==> config.mk <==
export PLATFORM = sky130hd
export DESIGN_NAME = ioc_cell
export DESIGN_NICKNAME = d
export VERILOG_FILES = /design/src/common/ioc_pkg.sv /design/src/common/ioc_store_if.sv /design/src/hw/ioc_cell.sv /design/src/hw/ioc_store.sv
export SDC_FILE = /design/constraint.sdc
export NUM_CORES = 1
export LEC_CHECK = 0
export ABC_AREA = 1
export BUFFER_PORTS_ARGS = -buffer_cell sky130_fd_sc_hd__buf_2
export CAP_MARGIN = 10
export CORE_UTILIZATION = 55
export DETAILED_ROUTE_END_ITERATION = 16
export PLACE_DENSITY_LB_ADDON = 0.12
export SETUP_SLACK_MARGIN = 0.05
export SLEW_MARGIN = 40
export SYNTH_ARGS = -nofsm -noshare
export SYNTH_HDL_FRONTEND = slang
export SYNTH_SLANG_ARGS = --single-unit
==> constraint.sdc <==
create_clock -name clk -period 2 [get_ports clk]
set_clock_uncertainty 0.2 [all_clocks]
set_input_delay 0.3 -clock clk [delete_from_list [all_inputs] [get_ports clk]]
set_output_delay 0.3 -clock clk [all_outputs]
set_load 0.01 [all_outputs]
==> src/common/ioc_pkg.sv <==
// constants and types shared by the io cell capture/output logic
package ioc_pkg;

  // system clock
  localparam int CLK_PERIOD_NS = 25;
  localparam int CLK_FREQ_KHZ = 40000;

  // divider producing the early and the regular global clock ticks
  localparam int DIV_DEFAULT = 4;
  localparam int EARLY_LEAD_DEFAULT = 1;
  localparam int PHASE_W = 8;

  // soft start-up: least time the first output activation stays slew limited
  localparam int SOFT_START_NS = 1000;
  localparam int SOFT_START_CYCLES_RAW = (SOFT_START_NS * CLK_FREQ_KHZ + 999999) / 1000000;
  localparam int SOFT_START_CYCLES = (SOFT_START_CYCLES_RAW < 1) ? 1 : SOFT_START_CYCLES_RAW;
  localparam int SOFT_CNT_W = 16;

  // output clock level that selects the output data
  localparam logic OUT_DATA_LEVEL_DEFAULT = 1'h1;

  // reset values
  localparam logic [PHASE_W-1:0] PHASE_RESET = 8'h00;
  localparam logic [SOFT_CNT_W-1:0] SOFT_CNT_RESET = 16'h0000;
  localparam logic PAD_OE_RESET = 1'h0;
  localparam logic SLEW_FAST_RESET = 1'h0;
  localparam logic OCLK_RESET = 1'h0;

  // which storage element the shared clock enable gates
  typedef enum logic [1:0] {
    IOC_CE_INPUT = 2'h0,
    IOC_CE_OUTPUT = 2'h1,
    IOC_CE_BOTH = 2'h2,
    IOC_CE_NONE = 2'h3
  } ioc_ce_target_e;

  // output multiplexer function
  typedef enum logic {
    IOC_OMUX_SELECT = 1'h0,
    IOC_OMUX_AND = 1'h1
  } ioc_omux_e;

  // soft start-up sequence
  typedef enum logic [1:0] {
    IOC_ST_CONFIG = 2'h0,
    IOC_ST_ARMED = 2'h1,
    IOC_ST_LIMIT = 2'h2,
    IOC_ST_NORMAL = 2'h3
  } ioc_start_e;

endpackage : ioc_pkg

==> src/common/ioc_store_if.sv <==
// carrier between the cell top and one storage element
`timescale 1ns/1ps
interface ioc_store_if #(
  parameter int W = 1
);
  logic tick;
  logic level;
  logic is_latch;
  logic gated;
  logic ce;
  logic [W-1:0] d;
  logic [W-1:0] q;

  modport ctrl (output tick, output level, output is_latch, output gated, output ce,
    output d, input q);
  modport store (input tick, input level, input is_latch, input gated, input ce,
    input d, output q);
endinterface : ioc_store_if

==> src/hw/ioc_cell.sv <==
// io cell: input capture, output mux and soft start-up slew control
// Function
// - one clock enable shared by both elements
// - config picks input, output or both gated
// - inactive enable at edge keeps stored value
// - enable active high, not invertible, open means on
// - early clock ahead of global clock available
// - optional fast-capture latch on early clock only
// - fast latch on early, input element on global
// - output clock steers data or enable to pad
// - alternative mode ANDs the two mux inputs
// - first activation slew limited, then per-output
`timescale 1ns/1ps
module ioc_cell #(
  parameter int W = 1,
  parameter int DIV = ioc_pkg::DIV_DEFAULT,
  parameter int EARLY_LEAD = ioc_pkg::EARLY_LEAD_DEFAULT,
  parameter logic OUT_DATA_LEVEL = ioc_pkg::OUT_DATA_LEVEL_DEFAULT
) (
  input wire logic clk,
  input wire logic reset,
  input wire logic [W-1:0] pad_i,
  input wire logic [W-1:0] user_out,
  input wire logic user_oe,
  input wire logic cell_clock_enable,
  input wire logic cell_clock_enable_connected,
  input wire ioc_pkg::ioc_ce_target_e ce_target,
  input wire logic in_is_latch,
  input wire logic fast_capture_en,
  input wire ioc_pkg::ioc_omux_e omux_mode,
  input wire logic config_done,
  input wire logic slew_fast_cfg,
  output logic [W-1:0] user_in,
  output logic [W-1:0] pad_o,
  output logic pad_oe,
  output logic pad_slew_fast,
  output logic output_clk
);
  import ioc_pkg::*;

  typedef struct packed {
    logic [PHASE_W-1:0] phase;
    logic [W-1:0] fast_q;
    ioc_start_e start;
    logic [SOFT_CNT_W-1:0] soft_cnt;
    logic [W-1:0] pad_o;
    logic pad_oe;
    logic slew_fast;
    logic oclk;
  } ioc_cell_s;

  localparam logic [PHASE_W-1:0] LAST_PHASE = PHASE_W'(DIV - 1);
  localparam logic [PHASE_W-1:0] EARLY_PHASE = PHASE_W'(0);
  localparam logic [PHASE_W-1:0] GLOBAL_PHASE = PHASE_W'(EARLY_LEAD);
  localparam logic [PHASE_W-1:0] GLOBAL_END = PHASE_W'(EARLY_LEAD + DIV / 2);
  localparam logic [SOFT_CNT_W-1:0] SOFT_LAST = SOFT_CNT_W'(SOFT_START_CYCLES - 1);

  ioc_cell_s st_reg;
  ioc_cell_s st_next;

  logic early_tick;
  logic global_tick;
  logic global_level;
  logic ce_eff;
  logic [W-1:0] omux;

  ioc_store_if #(.W(W)) in_if ();
  ioc_store_if #(.W(W)) out_if ();

  if (W < 1) begin : g_bad_w
    $error("ioc_cell: W must be at least 1");
  end
  if (DIV < 4 || (DIV % 2) != 0 || DIV > 255) begin : g_bad_div
    $error("ioc_cell: DIV must be even and within 4..254");
  end
  if (EARLY_LEAD < 1 || EARLY_LEAD >= DIV / 2) begin : g_bad_lead
    $error("ioc_cell: EARLY_LEAD must be within 1..DIV/2-1");
  end

  // early clock leads the regular global clock by EARLY_LEAD cycles
  assign early_tick = (st_reg.phase == EARLY_PHASE);
  assign global_tick = (st_reg.phase == GLOBAL_PHASE);
  assign global_level = (st_reg.phase >= GLOBAL_PHASE) && (st_reg.phase < GLOBAL_END);

  // no inversion option; an open enable reads as active
  assign ce_eff = !cell_clock_enable_connected || cell_clock_enable;

  // input element, fed directly or from the fast-capture latch
  assign in_if.tick = global_tick;
  assign in_if.level = global_level;
  assign in_if.is_latch = in_is_latch;
  assign in_if.ce = ce_eff;
  assign in_if.gated = (ce_target == IOC_CE_INPUT) || (ce_target == IOC_CE_BOTH);
  assign in_if.d = fast_capture_en ? st_reg.fast_q : pad_i;

  // output element, flip-flop on the global clock
  assign out_if.tick = global_tick;
  assign out_if.level = global_level;
  assign out_if.is_latch = 1'h0;
  assign out_if.ce = ce_eff;
  assign out_if.gated = (ce_target == IOC_CE_OUTPUT) || (ce_target == IOC_CE_BOTH);
  assign out_if.d = user_out;

  ioc_store #(.W(W)) u_in_store (
    .clk(clk),
    .reset(reset),
    .s(in_if.store)
  );

  ioc_store #(.W(W)) u_out_store (
    .clk(clk),
    .reset(reset),
    .s(out_if.store)
  );

  // pad multiplexer: select by output clock, or AND of both inputs
  always_comb begin
    if (omux_mode == IOC_OMUX_AND) begin
      omux = out_if.q & {W{ce_eff}};
    end else if (st_reg.oclk == OUT_DATA_LEVEL) begin
      omux = out_if.q;
    end else begin
      omux = {W{ce_eff}};
    end
  end

  always_comb begin
    st_next = st_reg;

    if (st_reg.phase == LAST_PHASE) begin
      st_next.phase = '0;
    end else begin
      st_next.phase = st_reg.phase + PHASE_W'(1);
    end

    // fast-capture latch sees only the early clock
    if (fast_capture_en && early_tick) begin
      st_next.fast_q = pad_i;
    end

    st_next.oclk = global_level;
    st_next.pad_o = omux;

    case (st_reg.start)
      IOC_ST_CONFIG: begin
        if (config_done) begin
          st_next.start = IOC_ST_ARMED;
        end
      end
      IOC_ST_ARMED: begin
        if (user_oe) begin
          st_next.start = IOC_ST_LIMIT;
          st_next.soft_cnt = '0;
        end
      end
      IOC_ST_LIMIT: begin
        if (st_reg.soft_cnt == SOFT_LAST) begin
          st_next.start = IOC_ST_NORMAL;
        end else begin
          st_next.soft_cnt = st_reg.soft_cnt + SOFT_CNT_W'(1);
        end
      end
      IOC_ST_NORMAL: begin
        st_next.start = IOC_ST_NORMAL;
      end
      default: begin
        st_next.start = IOC_ST_CONFIG;
      end
    endcase

    // outputs stay off until configuration has finished
    st_next.pad_oe = user_oe && (st_reg.start != IOC_ST_CONFIG);
    // limited slew until the first activation has passed
    if (st_next.start == IOC_ST_NORMAL) begin
      st_next.slew_fast = slew_fast_cfg;
    end else begin
      st_next.slew_fast = 1'h0;
    end
  end

  always_ff @(posedge clk) begin
    if (reset) begin
      st_reg.phase <= PHASE_RESET;
      st_reg.fast_q <= '0;
      st_reg.start <= IOC_ST_CONFIG;
      st_reg.soft_cnt <= SOFT_CNT_RESET;
      st_reg.pad_o <= '0;
      st_reg.pad_oe <= PAD_OE_RESET;
      st_reg.slew_fast <= SLEW_FAST_RESET;
      st_reg.oclk <= OCLK_RESET;
    end else begin
      st_reg <= st_next;
    end
  end

  assign user_in = in_if.q;
  assign pad_o = st_reg.pad_o;
  assign pad_oe = st_reg.pad_oe;
  assign pad_slew_fast = st_reg.slew_fast;
  assign output_clk = st_reg.oclk;

endmodule : ioc_cell

==> src/hw/ioc_store.sv <==
// one io cell storage element: flip-flop or latch with optional clock enable
`timescale 1ns/1ps
module ioc_store #(
  parameter int W = 1
) (
  input wire logic clk,
  input wire logic reset,
  ioc_store_if.store s
);
  import ioc_pkg::*;

  typedef struct packed {
    logic [W-1:0] q;
  } ioc_store_s;

  ioc_store_s st_reg;
  ioc_store_s st_next;
  logic load;

  if (W < 1) begin : g_bad_w
    $error("ioc_store: W must be at least 1");
  end

  assign s.q = st_reg.q;

  always_comb begin
    st_next = st_reg;
    // edge for a flip-flop, transparent level for a latch
    load = s.is_latch ? s.level : s.tick;
    // inactive enable holds the value when the element is gated
    if (load && (!s.gated || s.ce)) begin
      st_next.q = s.d;
    end
  end

  always_ff @(posedge clk) begin
    if (reset) begin
      st_reg <= '0;
    end else begin
      st_reg <= st_next;
    end
  end

endmodule : ioc_store

==> summary.txt <==
CTS tree = yes
Hold_sp = user_out
WL/cell = 10.6 um
Sum Neg Setup Slack = 0 ns
Number of global-route vias before repair = 1541
DRC = 0
Global Route Usage Sum = 23.6%
Syn_area_per_cell = 6.96 sq um
Max Buffers Root-to-Sink = 2
Critical path launch point = st_reg[5]$_SDFFE_PP0P_
Synth area leaders = dfxtp_1 35%, nand2_1 12%, nor2_1 7.5%, nand3_1 6.3%, inv_1 5.4%
Crit path capture = st_reg[8]$_SDFFE_PP0P_
IO Pins = 19
Most common cell in the synthesized netlist = nand2_1
Leading cell types by count after synthesis = 62 x nand2_1, 38 x nor2_1, 33 x dfxtp_1
Asr flop ratio synth = 0%
Syn Inst Count = 272
Register area share after synthesis = 34.9%
Die Y = 60.7 um
Num CTS Buffers = 5
Drt initial violations = 88
PwrDens = 656 nW/um^2
WHS = 0.0249 ns
Worst-skew pair later-pin latency = 0.34 ns
Fin crit share = 87.0%
Run status = completed
ANT nets after route = 0
Total grt overflow = 0
Die ar. = 3680 sq um
Max-cap viol count = 0
Clock Sinks = 33
Largest net degree at the start of global routing = 23
Synth Register Bits = 33
CORE AREA = 3150 sq um
Post-synth EDFFs = 0
Reg2reg end = st_reg[8]$_SDFFE_PP0P_
Endpoints failing setup = 0
Input/output buffers = 18
CP Capture Type = register
Leak Pwr = 0.842 nW
Critical Path AT = 1.82 ns
Root buffer cell = clkbuf_4
Startpoint types = register
Ys flop type = dfxtp_1
Yosys synthesis warning count = 0
Post-synth top area share = 34.9%
Post-Route WL = 3640 um
Peak Freq = 0.574 GHz
Vias/cell = 5.04
HPWL Detailed = 2590 um
Worst-Margin Slew = 0.317 ns
First-pass GRT wire length = 6350 um
Die W = 60.7 um
RSZ-0062 raised after global routing = false
Peak supply drop = 0.370 mV
Syn Nets = 293
Area leader, netlist = dfxtp_1
H-tree level count = 2
Max Slew Vio Count = 0
Clk slew on worst S/H paths = 0.11 ns
Cell variety after synth = 30
Rel. slew slack = 78.8%
Cell Rows = 20
DR vias = 1728
Largest register FFs = 27
Final Hold Viols = 0
R2R Setup Slk = 0.26 ns
Start of the worst register-to-register path = st_reg[5]$_SDFFE_PP0P_
Worst r2r path cells = 7
Nets = 319
Hold WC Path Type = in2reg
CP Class = reg2reg
Starting Density = 60.1%
Routability Congestion = 0.852
Share of layout cells above drive strength 1 = 20.7%
Max FO, Critical Path = 16
Initial antenna violation count = 0
First-pass iteration count of the detailed router = 4
Post-layout minimum cycle time = 1.74 ns
Mapped cell area = 1890 sq um
Area growth syn-to-layout = 13.0%
Critical Path RT = 2.07 ns
N_diodes = 0
==> timing repair <==
action | CTS | global route
buffers inserted | 0 | 0
hold buffers | 3 | 0
resized for setup | 0 | 0
hold endpoints to repair | 3 | 0
==> how the worst min path moves through the flow <==
| stage | end | slack [ns] | cells past startpoint |
|---|---|---|---|
| 6_report | u_out_store.s.q$_SDFFE_PP0P_ | 0.02 | 3 |
| 5_1_grt | u_out_store.s.q$_SDFFE_PP0P_ | 0.03 | 3 |
| 4_1_cts | u_out_store.s.q$_SDFFE_PP0P_ | 0.01 | 3 |
| 3_5_place_dp | st_reg[23]$_SDFF_PP0_ | 0.27 | 1 |
| 3_3_place_gp | st_reg[23]$_SDFF_PP0_ | 0.27 | 1 |
| 2_1_floorplan | pad_slew_fast$_SDFF_PP0_ | 0.18 | 1 |
==> layout make-up <==
cell class / instances / area (sq um)
clock buffers: 6 / 51.3
flip-flops and latches: 33 / 661
inverters: 28 / 105
fillers: 310 / 1010
multi-input cells: 207 / 1100
well taps: 44 / 55.1
clock inverters: 2 / 37.5
repair buffers: 23 / 135
==> layer usage <==
layer  vias up  share of wire, %  track usage, %
li1        935                 -               -
met1       758                47            26.8
met2        24                47            41.0
met3        11               2.9            5.33
met4         0               2.7            12.7
met5         -                 0               0
==> metrics by stage <==
stage / util (%) / std cells / power [mW] / cell area, sq um / setup WS, ns
2_1_floorplan: - / 272 / 0.844 / 1890 / 0.441
3_3_place_gp: 64.1 / 332 / 0.884 / 2020 / 0.372
3_5_place_dp: 64.1 / 332 / 0.886 / 2020 / 0.313
4_1_cts: 67.9 / 343 / 1.43 / 2140 / 0.243
5_1_grt: 67.9 / 343 / 1.47 / 2140 / 0.0739
6_report: 67.9 / 343 / 1.41 / 2140 / 0.259
==> report_power, final <==
group	total, mW	switching [mW]	leakage, nW	internal, mW
logic	0.173	0.105	0.529	0.0683
clock network	0.530	0.233	0.0445	0.297
registers	0.703	0.0191	0.268	0.683
==> worst max-delay path, cell delays in order (launching register included) <==
cell and delay, ns:
dfxtp_1 0.40, ha_1 0.25, nand3_1 0.11, nor2_2 0.16, nand3_2 0.12, nand3_4 0.22, nand2_1 0.08, a21oi_1 0.13
==> logic make-up after synthesis <==
group,synth area share (%)
buffers and inverters,7.26
muxes,0.594
and+or+nand+nor,40.0
xor gates and xnor gates,1.85
adders and majority gates,4.62
DFF,34.9
AOI/OAI and AO/OA,10.8
==> layout by cell type (no fill, tap or decap), types with 8 or more instances in the layout <==
master   netlist  layout
nand2_1       62      62
nor2_1        38      38
dfxtp_1       33      33
inv_1         27      27
nand3_1       24      24
buf_2          1      18
a21oi_1       12      12
nand2_2       10      10
a21oi_2       10      10
nand4_1        8       8
Note: power is estimated with default switching activity, not from simulation.
